--- config.mk ---
export PLATFORM = sky130hd
export DESIGN_NAME = stepper_load_current_supervisor
export DESIGN_NICKNAME = d
export VERILOG_FILES = /design/src/stepper_pkg.sv /design/src/enc_scaler.sv /design/src/stepper_load_current_supervisor.sv
export VERILOG_INCLUDE_DIRS = /design/src
export SDC_FILE = /design/constraint.sdc
export NUM_CORES = 2
export LEC_CHECK = 0
export BUFFER_PORTS_ARGS = -buffer_cell sky130_fd_sc_hd__buf_2
export CORE_MARGIN = 2
export CORE_UTILIZATION = 60
export DETAILED_ROUTE_END_ITERATION = 10
export PLACE_DENSITY = 0.79
export SYNTH_ARGS = -nofsm -noshare
export SYNTH_HDL_FRONTEND = slang
export SYNTH_SLANG_ARGS = --single-unit
--- constraint.sdc ---
create_clock -name mclk -period 32.7 [get_ports mclk]
set_clock_uncertainty 0.1 [all_clocks]
set_input_delay 8.175 -clock mclk [delete_from_list [all_inputs] [get_ports mclk]]
set_output_delay 8.175 -clock mclk [all_outputs]
set_load 0.01 [all_outputs]
--- src/stepper_params.svh ---
// constants of the stepper load and current supervisor: offsets, fields, resets, timing
`ifndef STEPPER_PARAMS_SVH
`define STEPPER_PARAMS_SVH

// ==========================================================
// register offsets (address port value)
`define ADDR_MAX_CURRENT     8'h10
`define ADDR_STANDBY_CURRENT 8'h11
`define ADDR_MSTEP_RES       8'h8C
`define ADDR_ADAPT_MIN       8'hA8
`define ADDR_DOWN_STEP       8'hA9
`define ADDR_HYST            8'hAA
`define ADDR_UP_STEP         8'hAB
`define ADDR_STALL_SPEED     8'hB5
`define ADDR_ADAPT_SPEED     8'hB6
`define ADDR_ENC_FUNC        8'hC9
`define ADDR_FULLSTEPS       8'hCA
`define ADDR_ENC_POS         8'hD1
`define ADDR_ENC_RES         8'hD2
`define ADDR_MAX_DEV         8'hD4
`define ADDR_PD_DELAY        8'hD6
`define ADDR_LOAD_LOWER      8'hE0
`define ADDR_STATUS          8'hE1
`define ADDR_MASK            8'hE2
`define ADDR_LOAD_VALUE      8'hE3
`define ADDR_CUR_SCALE       8'hE4
`define ADDR_UNIT_MODE       8'hFF

// ==========================================================
// reset values and microstep resolution clamp
`define FULLSTEPS_RST        16'h00C8
`define MSTEP_RES_RST        4'h8
`define MSTEP_RES_MAX        4'h8
`define UNIT_MODE_RST        1'h1
`define PD_DELAY_RST         16'h00C8
`define ENC_RES_RST          16'h0190
`define MAX_CURRENT_RST      8'h80
`define STANDBY_CURRENT_RST  8'h20

// ==========================================================
// status and mask bit positions
`define ST_STALL             0
`define ST_DEV               1
`define ST_INDEX             2
`define ST_REFCLR            3
`define ST_STANDBY           4
`define ST_W                 5

// encoder function bit: clear position on index channel
`define ENC_FUNC_CLR_INDEX   0

// ==========================================================
// load measurement scale
`define LOAD_W               10
`define LOAD_MAX             10'h3FF

// ==========================================================
// timing
`define CLK_PERIOD_PS        64'h0000_0FA0
`define PD_UNIT_MS           64'h0000_000A
`define PS_PER_MS            64'h3B9A_CA00
`define PD_UNIT_CYCLES       ((`PD_UNIT_MS * `PS_PER_MS) / `CLK_PERIOD_PS)

`endif

--- src/stepper_pkg.sv ---
// types shared by the stepper load and current supervisor files
package stepper_pkg;

  // ==========================================================
  // register port request
  typedef struct packed {
    logic [7:0]  addr;
    logic [31:0] wdata;
    logic        wr;
    logic        rd;
  } regbus_req_t;

  // incremental encoder pins
  typedef struct packed {
    logic a;
    logic b;
    logic n;
  } enc_pins_t;

  // current power state
  typedef enum logic [1:0] {
    PS_RUN     = 2'b00,
    PS_WAIT    = 2'b01,
    PS_STANDBY = 2'b10
  } power_state_t;

endpackage
--- src/enc_scaler.sv ---
// quadrature decoder that scales encoder counts to motor microsteps
`timescale 1ns/1ps
`default_nettype none

module enc_scaler
  import stepper_pkg::*;
(
  input  wire logic        mclk,
  input  wire logic        rst_n,
  input  wire enc_pins_t   pins,
  input  wire logic [23:0] msteps_rev,
  input  wire logic [15:0] enc_res,
  input  wire logic        clr_on_index,
  input  wire logic        ref_clr,
  input  wire logic        wr_pos,
  input  wire logic [31:0] wr_val,
  output logic      [31:0] pos,
  output logic             index_hit
);

  logic        a_p_r;
  logic        b_p_r;
  logic        n_p_r;
  logic [27:0] acc_r;
  logic [27:0] acc_nxt;
  logic [31:0] pos_r;
  logic [31:0] pos_nxt;

  // ==========================================================
  // quadrature step detection: one edge per clock at most
  wire        moved = (pins.a ^ a_p_r) ^ (pins.b ^ b_p_r);
  wire        dir_dn = a_p_r ^ pins.b;
  wire [27:0] m_ext = {4'h0, msteps_rev};
  wire [27:0] e_ext = {12'h000, enc_res};
  wire [27:0] acc_add = !moved ? acc_r : (dir_dn ? acc_r - m_ext : acc_r + m_ext);
  wire        go_up = (enc_res != 16'h0000) && !acc_add[27] && (acc_add >= e_ext);
  wire        go_dn = (enc_res != 16'h0000) && acc_add[27] && ((28'h000_0000 - acc_add) >= e_ext);

  assign index_hit = pins.n && !n_p_r;

  // remainder drains one microstep per clock, slower than encoder edges less than msteps_rev/enc_res clocks apart
  always_comb begin
    acc_nxt = acc_add;
    pos_nxt = pos_r;
    if (go_up) begin
      acc_nxt = acc_add - e_ext;
      pos_nxt = pos_r + 32'h0000_0001;
    end else if (go_dn) begin
      acc_nxt = acc_add + e_ext;
      pos_nxt = pos_r - 32'h0000_0001;
    end
    if (wr_pos) begin
      acc_nxt = 28'h000_0000;
      pos_nxt = wr_val;
    end else if (ref_clr || (clr_on_index && index_hit)) begin
      acc_nxt = 28'h000_0000;
      pos_nxt = 32'h0000_0000;
    end
  end

  // position and remainder registers
  always_ff @(posedge mclk) begin
    if (!rst_n) begin
      a_p_r <= 1'b0;
      b_p_r <= 1'b0;
      n_p_r <= 1'b0;
      acc_r <= 28'h000_0000;
      pos_r <= 32'h0000_0000;
    end else begin
      a_p_r <= pins.a;
      b_p_r <= pins.b;
      n_p_r <= pins.n;
      acc_r <= acc_nxt;
      pos_r <= pos_nxt;
    end
  end

  assign pos = pos_r;

endmodule

`default_nettype wire

--- src/stepper_load_current_supervisor.sv ---
// stepper axis supervisor: encoder scaling, stall and deviation stop, adaptive current
//
// The implementer's own choices: the register addresses and strobed register access.
`include "stepper_params.svh"
`timescale 1ns/1ps
`default_nettype none

// How it works
// - encoder counts scaled by full steps, microsteps and encoder resolution to microsteps.
// - full steps per revolution reset to 200.
// - encoder position read and written by software, zeroed on reference done.
// - deviation beyond configured limit stops motor when the limit is nonzero.
// - encoder function bit clears position on index channel rising edge.
// - load value falls linearly with measured lag, zero at maximum load.
// - load value zero above stall stop speed stops motor; never below it.
// - adaptive current regulation only above its threshold speed.
// - maximum current 0..255 quantised into 32 steps of eight codes.
// - after standstill wait delay in 10 ms units, then standby current.
// - minimum setting 0 gives half, 1 gives quarter of current scale.
// - down code 0..3 needs 32, 8, 2 or 1 high readings per decrement.
// - each reading below lower threshold raises current by 1, 2, 4 or 8.
// - upper threshold is lower threshold plus hysteresis; above it current falls.
// - unit mode 1 uses microsteps per second speed, 0 uses internal units.
// - microstep setting is a power of two exponent, default 8 for 256.
module stepper_load_current_supervisor
  import stepper_pkg::*;
#(
  parameter logic [31:0] PD_UNIT_CYCLES = 32'(`PD_UNIT_CYCLES)
)
(
  input  wire logic          mclk,
  input  wire logic          rst_n,
  input  wire regbus_req_t   bus,
  output logic        [31:0] rdata,
  input  wire enc_pins_t     enc,
  input  wire logic   [31:0] motor_pos,
  input  wire logic   [31:0] vel_pps,
  input  wire logic   [31:0] vel_int,
  input  wire logic   [9:0]  load_lag,
  input  wire logic          load_valid,
  input  wire logic          ref_done,
  output logic               stop_req,
  output logic        [4:0]  motor_cs,
  output logic               standby_active,
  output logic               irq
);

  // ==========================================================
  // helper functions
  function automatic logic [31:0] mag32(input logic [31:0] v);
    mag32 = v[31] ? (32'h0000_0000 - v) : v;
  endfunction

  function automatic logic [5:0] down_need(input logic [1:0] code);
    case (code)
      2'h0:    down_need = 6'h20;
      2'h1:    down_need = 6'h08;
      2'h2:    down_need = 6'h02;
      default: down_need = 6'h01;
    endcase
  endfunction

  // ==========================================================
  // configuration registers
  logic [7:0]          max_cur_r;
  logic [7:0]          stby_cur_r;
  logic [3:0]          mstep_res_r;
  logic                adapt_min_r;
  logic [1:0]          down_code_r;
  logic [1:0]          up_code_r;
  logic [9:0]          hyst_r;
  logic [9:0]          lower_r;
  logic [31:0]         stall_speed_r;
  logic [31:0]         adapt_speed_r;
  logic [7:0]          enc_func_r;
  logic [15:0]         fullsteps_r;
  logic [15:0]         enc_res_r;
  logic [31:0]         max_dev_r;
  logic [15:0]         pd_delay_r;
  logic                unit_mode_r;
  logic [`ST_W-1:0]    status_r;
  logic [`ST_W-1:0]    mask_r;

  // state and outputs
  logic [9:0]          load_val_r;
  logic                load_new_r;
  logic [4:0]          cur_r;
  logic [4:0]          cur_nxt;
  logic [5:0]          down_cnt_r;
  logic [5:0]          down_cnt_nxt;
  power_state_t        ps_r;
  power_state_t        ps_nxt;
  logic [31:0]         tick_r;
  logic [15:0]         pd_units_r;
  logic [31:0]         rdata_r;
  logic                stop_req_r;
  logic [4:0]          motor_cs_r;
  logic                irq_r;
  logic                standby_r;
  logic [31:0]         enc_pos;
  logic                index_hit;

  // ==========================================================
  // register decode
  wire wr_hit = bus.wr;
  wire wr_pos_w = wr_hit && (bus.addr == `ADDR_ENC_POS);
  wire wr_status = wr_hit && (bus.addr == `ADDR_STATUS);

  // microsteps per revolution; resolution code clamps at 256 microsteps
  wire [3:0]  res_eff = (mstep_res_r > `MSTEP_RES_MAX) ? `MSTEP_RES_MAX : mstep_res_r;
  wire [23:0] msteps_rev = {8'h00, fullsteps_r} << res_eff;

  // speed in the selected unit system
  wire [31:0] speed = unit_mode_r ? mag32(vel_pps) : mag32(vel_int);
  wire        fast_stall = (stall_speed_r != 32'h0000_0000) && (speed > stall_speed_r);
  wire        fast_adapt = speed > adapt_speed_r;
  wire        moving = speed != 32'h0000_0000;

  // following error between encoder and motor counter
  wire [32:0] pos_diff = {enc_pos[31], enc_pos} - {motor_pos[31], motor_pos};
  wire [32:0] dev_mag = pos_diff[32] ? (33'h0_0000_0000 - pos_diff) : pos_diff;
  wire        dev_exceed = (max_dev_r != 32'h0000_0000) && (dev_mag > {1'b0, max_dev_r});

  // load value: linear fall with lag, zero at maximum load
  wire [9:0]  load_calc = (load_lag >= `LOAD_MAX) ? 10'h000 : (`LOAD_MAX - load_lag);

  // current window
  wire [4:0]  cs_w = max_cur_r[7:3];
  wire [4:0]  min_w = adapt_min_r ? {2'b00, cs_w[4:2]} : {1'b0, cs_w[4:1]};
  wire [10:0] upper_w = {1'b0, lower_r} + {1'b0, hyst_r};
  wire        below_lo = load_val_r < lower_r;
  wire        above_hi = {1'b0, load_val_r} > upper_w;
  wire [5:0]  up_w = 6'h01 << up_code_r;
  wire [5:0]  cur_up = {1'b0, cur_r} + up_w;
  wire [5:0]  need_w = down_need(down_code_r);

  // sticky status events
  wire [`ST_W-1:0] ev;
  assign ev[`ST_STALL] = load_new_r && (load_val_r == 10'h000) && fast_stall;
  assign ev[`ST_DEV] = dev_exceed;
  assign ev[`ST_INDEX] = index_hit;
  assign ev[`ST_REFCLR] = ref_done;
  assign ev[`ST_STANDBY] = (ps_r != PS_STANDBY) && (ps_nxt == PS_STANDBY);
  wire [`ST_W-1:0] clr_bits = wr_status ? bus.wdata[`ST_W-1:0] : {`ST_W{1'b0}};
  wire [`ST_W-1:0] status_nxt = (status_r & ~clr_bits) | ev;
  wire [`ST_W-1:0] stop_bits = (`ST_W'(1) << `ST_STALL) | (`ST_W'(1) << `ST_DEV);

  // read mux; unmapped addresses read zero
  wire [31:0] rd_mux =
    (bus.addr == `ADDR_MAX_CURRENT)     ? {24'h00_0000, max_cur_r} :
    (bus.addr == `ADDR_STANDBY_CURRENT) ? {24'h00_0000, stby_cur_r} :
    (bus.addr == `ADDR_MSTEP_RES)       ? {28'h000_0000, mstep_res_r} :
    (bus.addr == `ADDR_ADAPT_MIN)       ? {31'h0000_0000, adapt_min_r} :
    (bus.addr == `ADDR_DOWN_STEP)       ? {30'h0000_0000, down_code_r} :
    (bus.addr == `ADDR_HYST)            ? {22'h00_0000, hyst_r} :
    (bus.addr == `ADDR_UP_STEP)         ? {30'h0000_0000, up_code_r} :
    (bus.addr == `ADDR_STALL_SPEED)     ? stall_speed_r :
    (bus.addr == `ADDR_ADAPT_SPEED)     ? adapt_speed_r :
    (bus.addr == `ADDR_ENC_FUNC)        ? {24'h00_0000, enc_func_r} :
    (bus.addr == `ADDR_FULLSTEPS)       ? {16'h0000, fullsteps_r} :
    (bus.addr == `ADDR_ENC_POS)         ? enc_pos :
    (bus.addr == `ADDR_ENC_RES)         ? {16'h0000, enc_res_r} :
    (bus.addr == `ADDR_MAX_DEV)         ? max_dev_r :
    (bus.addr == `ADDR_PD_DELAY)        ? {16'h0000, pd_delay_r} :
    (bus.addr == `ADDR_LOAD_LOWER)      ? {22'h00_0000, lower_r} :
    (bus.addr == `ADDR_STATUS)          ? {27'h000_0000, status_r} :
    (bus.addr == `ADDR_MASK)            ? {27'h000_0000, mask_r} :
    (bus.addr == `ADDR_LOAD_VALUE)      ? {22'h00_0000, load_val_r} :
    (bus.addr == `ADDR_CUR_SCALE)       ? {27'h000_0000, motor_cs_r} :
    (bus.addr == `ADDR_UNIT_MODE)       ? {31'h0000_0000, unit_mode_r} :
    32'h0000_0000;

  // ==========================================================
  // encoder scaling
  enc_scaler i_enc_scaler (
    .mclk         (mclk),
    .rst_n        (rst_n),
    .pins         (enc),
    .msteps_rev   (msteps_rev),
    .enc_res      (enc_res_r),
    .clr_on_index (enc_func_r[`ENC_FUNC_CLR_INDEX]),
    .ref_clr      (ref_done),
    .wr_pos       (wr_pos_w),
    .wr_val       (bus.wdata),
    .pos          (enc_pos),
    .index_hit    (index_hit)
  );

  // ==========================================================
  // configuration writes
  always_ff @(posedge mclk) begin
    if (!rst_n) begin
      max_cur_r     <= `MAX_CURRENT_RST;
      stby_cur_r    <= `STANDBY_CURRENT_RST;
      mstep_res_r   <= `MSTEP_RES_RST;
      adapt_min_r   <= 1'b0;
      down_code_r   <= 2'h0;
      up_code_r     <= 2'h0;
      hyst_r        <= 10'h000;
      lower_r       <= 10'h000;
      stall_speed_r <= 32'h0000_0000;
      adapt_speed_r <= 32'h0000_0000;
      enc_func_r    <= 8'h00;
      fullsteps_r   <= `FULLSTEPS_RST;
      enc_res_r     <= `ENC_RES_RST;
      max_dev_r     <= 32'h0000_0000;
      pd_delay_r    <= `PD_DELAY_RST;
      unit_mode_r   <= `UNIT_MODE_RST;
      mask_r        <= {`ST_W{1'b0}};
    end else if (wr_hit) begin
      case (bus.addr)
        `ADDR_MAX_CURRENT:     max_cur_r <= bus.wdata[7:0];
        `ADDR_STANDBY_CURRENT: stby_cur_r <= bus.wdata[7:0];
        `ADDR_MSTEP_RES:       mstep_res_r <= bus.wdata[3:0];
        `ADDR_ADAPT_MIN:       adapt_min_r <= bus.wdata[0];
        `ADDR_DOWN_STEP:       down_code_r <= bus.wdata[1:0];
        `ADDR_HYST:            hyst_r <= bus.wdata[9:0];
        `ADDR_UP_STEP:         up_code_r <= bus.wdata[1:0];
        `ADDR_STALL_SPEED:     stall_speed_r <= bus.wdata;
        `ADDR_ADAPT_SPEED:     adapt_speed_r <= bus.wdata;
        `ADDR_ENC_FUNC:        enc_func_r <= bus.wdata[7:0];
        `ADDR_FULLSTEPS:       fullsteps_r <= bus.wdata[15:0];
        `ADDR_ENC_RES:         enc_res_r <= bus.wdata[15:0];
        `ADDR_MAX_DEV:         max_dev_r <= bus.wdata;
        `ADDR_PD_DELAY:        pd_delay_r <= bus.wdata[15:0];
        `ADDR_LOAD_LOWER:      lower_r <= bus.wdata[9:0];
        `ADDR_MASK:            mask_r <= bus.wdata[`ST_W-1:0];
        `ADDR_UNIT_MODE:       unit_mode_r <= bus.wdata[0];
        default:               max_cur_r <= max_cur_r;
      endcase
    end
  end

  // ==========================================================
  // adaptive current: raise on low load value, lower after enough high readings
  always_comb begin
    cur_nxt = cur_r;
    down_cnt_nxt = down_cnt_r;
    if (!fast_adapt) begin
      cur_nxt = cs_w;
      down_cnt_nxt = 6'h00;
    end else if (load_new_r && below_lo) begin
      cur_nxt = (cur_up > {1'b0, cs_w}) ? cs_w : cur_up[4:0];
      down_cnt_nxt = 6'h00;
    end else if (load_new_r && above_hi) begin
      if ((down_cnt_r + 6'h01) >= need_w) begin
        cur_nxt = (cur_r > min_w) ? (cur_r - 5'h01) : min_w;
        down_cnt_nxt = 6'h00;
      end else begin
        down_cnt_nxt = down_cnt_r + 6'h01;
      end
    end
    if (cur_nxt > cs_w) begin
      cur_nxt = cs_w;
    end else if (cur_nxt < min_w) begin
      cur_nxt = min_w;
    end
  end

  // ==========================================================
  // power state: standstill delay before standby current
  wire tick_end = tick_r >= (PD_UNIT_CYCLES - 32'h0000_0001);
  always_comb begin
    case (ps_r)
      PS_RUN:     ps_nxt = moving ? PS_RUN : PS_WAIT;
      PS_WAIT:    ps_nxt = moving ? PS_RUN :
                           ((pd_units_r >= pd_delay_r) ? PS_STANDBY : PS_WAIT);
      PS_STANDBY: ps_nxt = moving ? PS_RUN : PS_STANDBY;
      default:    ps_nxt = PS_RUN;
    endcase
  end

  // standstill timer counts whole 10 ms units
  always_ff @(posedge mclk) begin
    if (!rst_n || ps_r != PS_WAIT) begin
      tick_r     <= 32'h0000_0000;
      pd_units_r <= 16'h0000;
    end else if (tick_end) begin
      tick_r     <= 32'h0000_0000;
      pd_units_r <= pd_units_r + 16'h0001;
    end else begin
      tick_r     <= tick_r + 32'h0000_0001;
    end
  end

  // ==========================================================
  // load, regulator, status and output registers
  always_ff @(posedge mclk) begin
    if (!rst_n) begin
      load_val_r     <= `LOAD_MAX;
      load_new_r     <= 1'b0;
      cur_r          <= 5'(`MAX_CURRENT_RST >> 3);
      down_cnt_r     <= 6'h00;
      ps_r           <= PS_RUN;
      status_r       <= {`ST_W{1'b0}};
      stop_req_r     <= 1'b0;
      motor_cs_r     <= 5'(`MAX_CURRENT_RST >> 3);
      irq_r          <= 1'b0;
      standby_r      <= 1'b0;
      rdata_r        <= 32'h0000_0000;
    end else begin
      if (load_valid) begin
        load_val_r <= load_calc;
      end
      load_new_r <= load_valid;
      cur_r      <= cur_nxt;
      down_cnt_r <= down_cnt_nxt;
      ps_r       <= ps_nxt;
      status_r   <= status_nxt; // set wins over write-one clear
      stop_req_r <= |(status_nxt & stop_bits);
      motor_cs_r <= (ps_nxt == PS_STANDBY) ? stby_cur_r[7:3] : cur_nxt;
      irq_r      <= |(status_nxt & mask_r);
      standby_r  <= (ps_nxt == PS_STANDBY);
      rdata_r    <= bus.rd ? rd_mux : 32'h0000_0000;
    end
  end

  assign rdata          = rdata_r;
  assign stop_req       = stop_req_r;
  assign motor_cs       = motor_cs_r;
  assign standby_active = standby_r;
  assign irq            = irq_r;

  // ==========================================================
  // checks
  a_fullstep_reset: assert property (@(posedge mclk)
    $past(!rst_n) && rst_n |-> fullsteps_r == `FULLSTEPS_RST && mstep_res_r == `MSTEP_RES_RST)
    else $error("full step or microstep reset value wrong");

  a_ref_clear_pos: assert property (@(posedge mclk) disable iff (!rst_n)
    ref_done && !wr_pos_w |=> enc_pos == 32'h0000_0000)
    else $error("encoder position not cleared after reference done");

  a_index_clear_pos: assert property (@(posedge mclk) disable iff (!rst_n)
    index_hit && enc_func_r[`ENC_FUNC_CLR_INDEX] && !wr_pos_w && !ref_done
      |=> enc_pos == 32'h0000_0000)
    else $error("encoder position not cleared on index");

  a_dev_stop_out: assert property (@(posedge mclk) disable iff (!rst_n)
    dev_exceed |=> stop_req_r && status_r[`ST_DEV])
    else $error("deviation did not stop motor");

  a_stall_stop_out: assert property (@(posedge mclk) disable iff (!rst_n)
    $rose(status_r[`ST_STALL]) |-> $past(fast_stall) && $past(load_val_r) == 10'h000 ##0 stop_req_r)
    else $error("stall stop without fast speed and zero load");

  a_load_linear: assert property (@(posedge mclk) disable iff (!rst_n)
    load_valid && load_lag < `LOAD_MAX |=> load_val_r == `LOAD_MAX - $past(load_lag))
    else $error("load value not linear in lag");

  a_slow_full_cur: assert property (@(posedge mclk) disable iff (!rst_n)
    !fast_adapt |=> cur_r == $past(cs_w))
    else $error("current regulated below threshold speed");

  a_cur_window: assert property (@(posedge mclk) disable iff (!rst_n)
    1'b1 |=> cur_r <= $past(cs_w) && cur_r >= $past(min_w))
    else $error("regulated current out of window");

  a_up_step_size: assert property (@(posedge mclk) disable iff (!rst_n)
    fast_adapt && load_new_r && below_lo && cur_up <= {1'b0, cs_w} && cur_up[4:0] >= min_w
      |=> cur_r == $past(cur_up[4:0]))
    else $error("current up step wrong");

  a_standby_entry: assert property (@(posedge mclk) disable iff (!rst_n)
    ps_r == PS_WAIT && ps_nxt == PS_STANDBY |-> pd_units_r >= pd_delay_r ##1 standby_active)
    else $error("standby entered before delay");

endmodule

`default_nettype wire

* After elaboration in Yosys (flattened, before gate mapping)
Cells that the tools add are included.
Cells by class: $add $sub $neg 18, multiply operators 0, div/mod/pow operators 0, $lt $le $gt $ge 16, eq/ne operators 28, shift-type cells 2, multiplexer cells 53, bitwise logic cells 11, reduce and logical (&&, ||, !) cells 53
Operator list (count):
- 2-to-1 mux 32 bit | 14
- equality test 8 bit (second input constant) | 19
- 2-to-1 mux 28 bit | 4
- nonzero test 32 bit | 3
- 2-to-1 mux 10 bit | 7
- adder 32 x 1 -> 32 bit (second input constant) | 2
- > comparator 32 bit | 2
- subtractor 1 x 32 -> 32 bit (first input constant) | 2
- greater-or-equal comparator 28 x 16 -> 1 bit | 2
- 2-to-1 mux 5 bit | 11
- 2-to-1 mux 8 bit | 5
- AND reduction 2 bit | 18
- > comparator 33 x 32 -> 1 bit | 1
- 2-to-1 mux 33 bit | 1
- subtractor 1 x 33 -> 33 bit (first input constant) | 1
- subtractor 32 x 32 -> 33 bit | 1
- greater-or-equal comparator 32 x 22 -> 1 bit (second input constant) | 1
- subtractor 32 x 1 -> 32 bit (second input constant) | 1
- adder 28 x 16 -> 28 bit | 1
- adder 28 x 24 -> 28 bit | 1
- subtractor 1 x 28 -> 28 bit (first input constant) | 1
- subtractor 28 x 16 -> 28 bit | 1
- subtractor 28 x 24 -> 28 bit | 1
- left shift 16 x 4 -> 24 bit | 1
- other kinds (46) | 80
Storage, ports and cells: flip-flop bits (word level) 383, bits in latches 0, bits in writable memories 0, ROM bits 0, input bits 155, output and inout bits 40, word-level logic and storage cells 218, memories kept 0

* Depth between registers and ports, before layout
word-level depth 22, gate-level depth with buffers 49, mapped depth without buffers 42

* Modules after synthesis
From an unflattened synthesis, not the netlist that was laid out.
Unflattened totals: cell total of the unflattened synthesis 4414, area, all modules 33141.8 um2
By module, submodules not included:
- stepper_load_current_supervisor | instances 1, cells an instance 3120, area each 23453.7 um2, sequential area each 6406.1 um2
- enc_scaler | instances 1, cells an instance 1294, area each 9688.0 um2, sequential area each 1261.2 um2

* Least setup slack after synthesis
OpenSTA, ideal clock, no wires.
path kind input-to-reg, start input port enc[2] (netlist name), end register i_enc_scaler.pos_r[31] (netlist: i_enc_scaler.pos[31]), setup time 0.112 ns, arrival 16.817 ns, data required time 32.488 ns, setup slack 15.670 ns, stages 38, buffers on the path 7, cells stage by stage xnor2_1 -> xnor2_2 -> clkbuf_1 -> clkbuf_1 -> buf_1 -> clkbuf_1 -> clkbuf_1 -> nand2_1 -> o21ai_0 -> ha_1 -> inv_1 -> fa_1 -> a21o_1 -> a21o_1 -> a21oi_1 -> o21a_1 -> nor2_1 -> a21oi_1 -> [... 2 more ...] -> o31ai_2 -> nor2_1 -> inv_1 -> buf_2 -> buf_2 -> ha_1 -> a211oi_1 -> o21ai_0 -> a2111oi_0 -> nor3b_1 -> a221o_1 -> a21boi_0 -> o211ai_1 -> a41o_1 -> a31oi_1 -> xnor2_1 -> o22ai_1 -> a2111oi_1
Between the ends: longest elaborated chain between the ends 9, elaborated cells between the ends (all ways) 15, those cells by class 1 x add/sub; 2 x order compare; 4 x mux; 2 x bitwise; 6 x reduce/logical
Ends and longest elaborated chain:
- from (decl) | line stepper_load_current_supervisor.sv:35 | input wire enc_pins_t enc,
- XOR 1 bit (*) (2 in a row) | line enc_scaler.sv:31 | wire moved = (pins.a ^ a_p_r) ^ (pins.b ^ b_p_r);
- 2-to-1 mux 28 bit (*) | line enc_scaler.sv:35 | wire [27:0] acc_add = !moved ? acc_r : (dir_dn ? acc_r - m_ext : acc_r + m_ext);
- parallel branches: the longest is 6 deep, another holds subtractor 1 x 28 -> 28 bit
- to (signal assigned) | line enc_scaler.sv:74 | pos_r <= pos_nxt;
- to (decl) | line enc_scaler.sv:26 | logic [31:0] pos_r;
Mark *: on every way between the ends. A chain may end at the register's enable or synchronous reset.

* Worst setup path after layout
start input port enc[1] (netlist name), end register i_enc_scaler.pos_r[31] (netlist: i_enc_scaler.pos[31])
Between the ends: longest elaborated chain between the ends 9, elaborated cells between the ends (all ways) 17, those cells by class 1 x add/sub; 2 x order compare; 5 x mux; 3 x bitwise; 6 x reduce/logical
Ends and longest elaborated chain (line):
- XOR 1 bit, on equally long branches | enc_scaler.sv:32, enc_scaler.sv:31
- 2-to-1 mux 28 bit or XOR 1 bit (tied branches) | enc_scaler.sv:35, enc_scaler.sv:31
- 2-to-1 mux 28 bit (*) | enc_scaler.sv:35
- parallel branches: the longest is 6 deep, another holds subtractor 1 x 28 -> 28 bit
Marked as above.

==> summary.md <==
| Metric | Value |
|---|---|
| Commonest non-fill, non-tap cell in the layout | `nand2_1` |
| WL/cell | `~21 um` |
| Yosys reg bits | `~380` |
| R2r setup slk | `around 20 ns` |
| Net count of the finished layout | `4832` |
| Max incr delay on CP | `0.71 ns` |
| FP Rows | `84` |
| Worst hold path class | `register to register` |
| Placed insts | `roughly 5000` |
| Hold_sp | `enc_func_r[6]` |
| Initial antenna violation count | `4` |
| Post-synth EDFFs | `0` |
| Post-synth cell types | `96` |
| HPWL after detailed placement | `81700 um` |
| Global route overflow | `0` |
| Kind of end point of the critical path | `register` |
| Number of cells on the critical path | `37` |
| CP required | `roughly 33 ns` |
| Bufs and invs on worst path | `3` |
| Maxcap violations | `0` |
| Worst path arrival time | `~18 ns` |
| Hold Buf Count CTS | `0` |
| PortBufs | `194` |
| Drt first-iter violations | `around 3700` |
| Bufs on Longest Clock Path | `3` |
| Layout cells sized above 1 | `approximately 8.9%` |
| Static Leak | `roughly 14 nW` |
| Mapped Area | `32100 um2` |
| Final core area utilization | `between 60% and 70%` |
| Largest net degree at the start of global routing | `about 100` |
| Final WL | `around 110000 um` |
| Reg2Reg Depth | `36` |
| Unrepaired setup endpoints after global routing | `false` |
| First-pass GRT wire length | `168000 um` |
| Fraction of the cycle the final worst path needs | `53.3%` |
| Total number of vias | `between 30000 and 40000` |
| Synth Warn # | `0` |
| Final setup fails | `0` |
| Final min period | `~17 ns` |
| Worst-Skew Late Latency | `0.60 ns` |
| Layout area overhead | `9.17%` |
| Cells after Synth | `between 4000 and 5000` |
| Crit Path Max Fanout | `57` |
| CTS buffer count | `43` |
| Clock Pin Slew Worst Setup and Hold Paths | `roughly 0.06 ns` |
| Flop pwr share | `roughly a quarter` |
| Fmax | `between 50 and 60 MHz` |
| Detailed Routing Iterations Pass 1 | `9` |
| CP startpoint kind | `primary input` |
| Outcome | `finished clean` |
| Die height | `235 um` |
| Sw frac | `between 40 and 50%` |
| Pwr per Cell Area | `63.3 nW/um2` |
| Tot GR Track Use | `a little under two fifths` |
| Clk pwr share | `23.1%` |
| Area share of the largest cell type after synthesis | `23.9%` |
| Fin. max-slew vios | `0` |
| Sw power | `roughly 0.95 mW` |
| Clock Tree Root | `clkbuf_16` |
| Worst Tran Pin Value | `between 1 and 1.5 ns` |
| Setup TNS | `0 ns` |
| Critical R2R Launch | `mstep_res_r[0]` |
| VDD IR max | `approximately 0.045 mV` |
| Layout Cells excl Fill | `slightly above 5000` |
| Post-synthesis sequential area ratio | `approximately a quarter` |
| DIE WIDTH | `between 200 and 250 um` |
| Worst hold margin | `around 0.36 ns` |
| Hold Path Depth | `2` |
| Reg-to-reg endpoint | `i_enc_scaler.pos[31]` |
| Fillers | `between 4000 and 5000` |
| Setup Buffers After CTS | `0` |
| Core box area | `52800 um2` |
| Hold endpoint | `enc_func_r[6]` |
| CP max-delay cell | `xor2_2` |
| Vias per cell | `about 6.5` |
| GP Congestion | `between 1 and 1.5` |
| CTS tree | `done` |
| Vias in the first global route | `30800` |
| Post-CTS Resized | `0` |
| FFs w/ async S/R, synth | `0%` |
| Cell Int Power | `roughly 1.3 mW` |
| Yosys top cell by area | `dfxtp_1` |
| Ports | `~200` |
| Synth top area cells | `dfxtp_1 24%, ha_1 12%, nand2_1 7.1%, a21oi_1 6.3%, xnor2_1 3.6%` |
| Residual DRC | `0` |
| Routed Antenna Nets | `0` |
| Crit-path leading delay family | `compound AO/OA/AOI/OAI gates` |
| Die ar. | `55300 um2` |
| Slew headroom | `between 10% and 20%` |
| H-tree depth | `2` |
| Top FF cell, synth | `dfxtp_1` |
| Syn_area_per_cell | `around 7.5 um2` |
| Crit Path Category | `primary input to register` |
| Commonest non-fill, non-tap cells in the layout | `611 x nand2_1, 407 x a21oi_1, 383 x dfxtp_1, 318 x ha_1, 297 x nor2_1` |
| Fin. Hold Viols | `0` |
| Initial core utilization | `60.8%` |
| Gate power share | `52.2%` |
| # clock sinks | `roughly 380` |
worst register-to-register path, delay by kind of cell, from the launching register on:
kind,cells,cell delay (ns)
xor gates and xnor gates,2,0.29
adders and majority gates,2,0.76
and+or+nand+nor,11,3.50
buffers and inverters,2,0.61
AOI/OAI and AO/OA,18,5.81
muxes,1,0.67
DFF,1,0.87
sequential cells by signal (all words and copies together) (netlist names), 6 cells and up:
register,cells
lower_r,10
rdata,32
max_dev_r,32
down_cnt_r,6
pd_delay_r,16
stall_speed_r,32
tick_r,32
fullsteps_r,16
adapt_speed_r,32
pd_units_r,16
enc_func_r,8
load_val_r,10
enc_res_r,16
i_enc_scaler.pos,32
max_cur_r,8
stby_cur_r,8
i_enc_scaler.acc_r,28
hyst_r,10
metrics by stage:
stage	area [um2]	worst slack (ns)	power (mW)
after CTS	35000	15.49	2.20
final	35000	15.28	2.22
after global placement	33500	15.24	1.66
after floorplan	32100	15.67	1.41
after global routing	35000	14.36	2.37
after detailed placement	33500	14.96	1.68
power by group through the flow:
stage	logic (mW)	clock network (mW)	registers, mW
2_1_floorplan	0.884	0	0.528
3_3_place_gp	1.10	0	0.556
3_5_place_dp	1.13	0	0.556
4_1_cts	1.14	0.516	0.546
5_1_grt	1.28	0.534	0.547
6_report	1.16	0.512	0.547
cells in the mapped netlist, types with 55 or more instances:
library cell  instances
nor3_1               83
nor2_1              302
o21ai_0             170
xor2_1              104
dfxtp_1             383
nand2b_1             56
a21o_1               95
xnor2_1             132
a21oi_1             407
nand3_1             118
a211oi_1             55
ha_1                318
inv_1               268
a22oi_1              69
clkbuf_1            181
nand2_1             611
routing by layer:
| metal | vias to the layer above | part of all wire (%) | wire (um) | global-route usage [%] |
|---|---|---|---|---|
| met5 | - | 0.036 | 39 | 0 |
| met4 | 6 | 6.7 | 7210 | 22.6 |
| met3 | 397 | 9.1 | 9860 | 6.14 |
| met2 | 1710 | 45 | 48400 | 60.7 |
| met1 | 15500 | 39 | 42500 | 46.7 |
| li1 | 15600 | - | - | - |
worst max path at each step:
stage            from                   end  slack (ns)
6_report       enc[1]  i_enc_scaler.pos[31]       15.28
5_1_grt        enc[1]  i_enc_scaler.pos[31]       14.36
4_1_cts        enc[1]  i_enc_scaler.pos[31]       15.49
3_5_place_dp   enc[1]  i_enc_scaler.pos[31]       14.96
3_3_place_gp   enc[1]  i_enc_scaler.pos[31]       15.24
2_1_floorplan  enc[2]  i_enc_scaler.pos[31]       15.67
cell type report:
class	instances	area (um2)	area share [%]
Antenna cell	2	5.00	0.0143
Clock buffer	58	1240	3.55
Clock inverter	21	249	0.711
Inverter	273	1030	2.94
Multi-Input combinational cell	3410	22600	64.7
Sequential cell	383	7670	21.9
Tap cell	688	861	2.46
Timing Repair Buffer	241	1320	3.78
cell families (layout without fill, tap and decap cells):
family	count (synthesis)	count (layout)	synth area share, %
AND/OR/NAND/NOR	1508	1508	22.0
AO/OA/AOI/OAI	1252	1252	26.1
other	1	12	0.0117
buffers and inverters	484	593	5.76
XOR/XNOR	238	238	6.54
adder cells (fa/ha/maj)	325	325	12.8
flip-flops	383	383	23.9
multiplexers	77	77	2.88
Note: power is estimated with default switching activity, not from simulation.
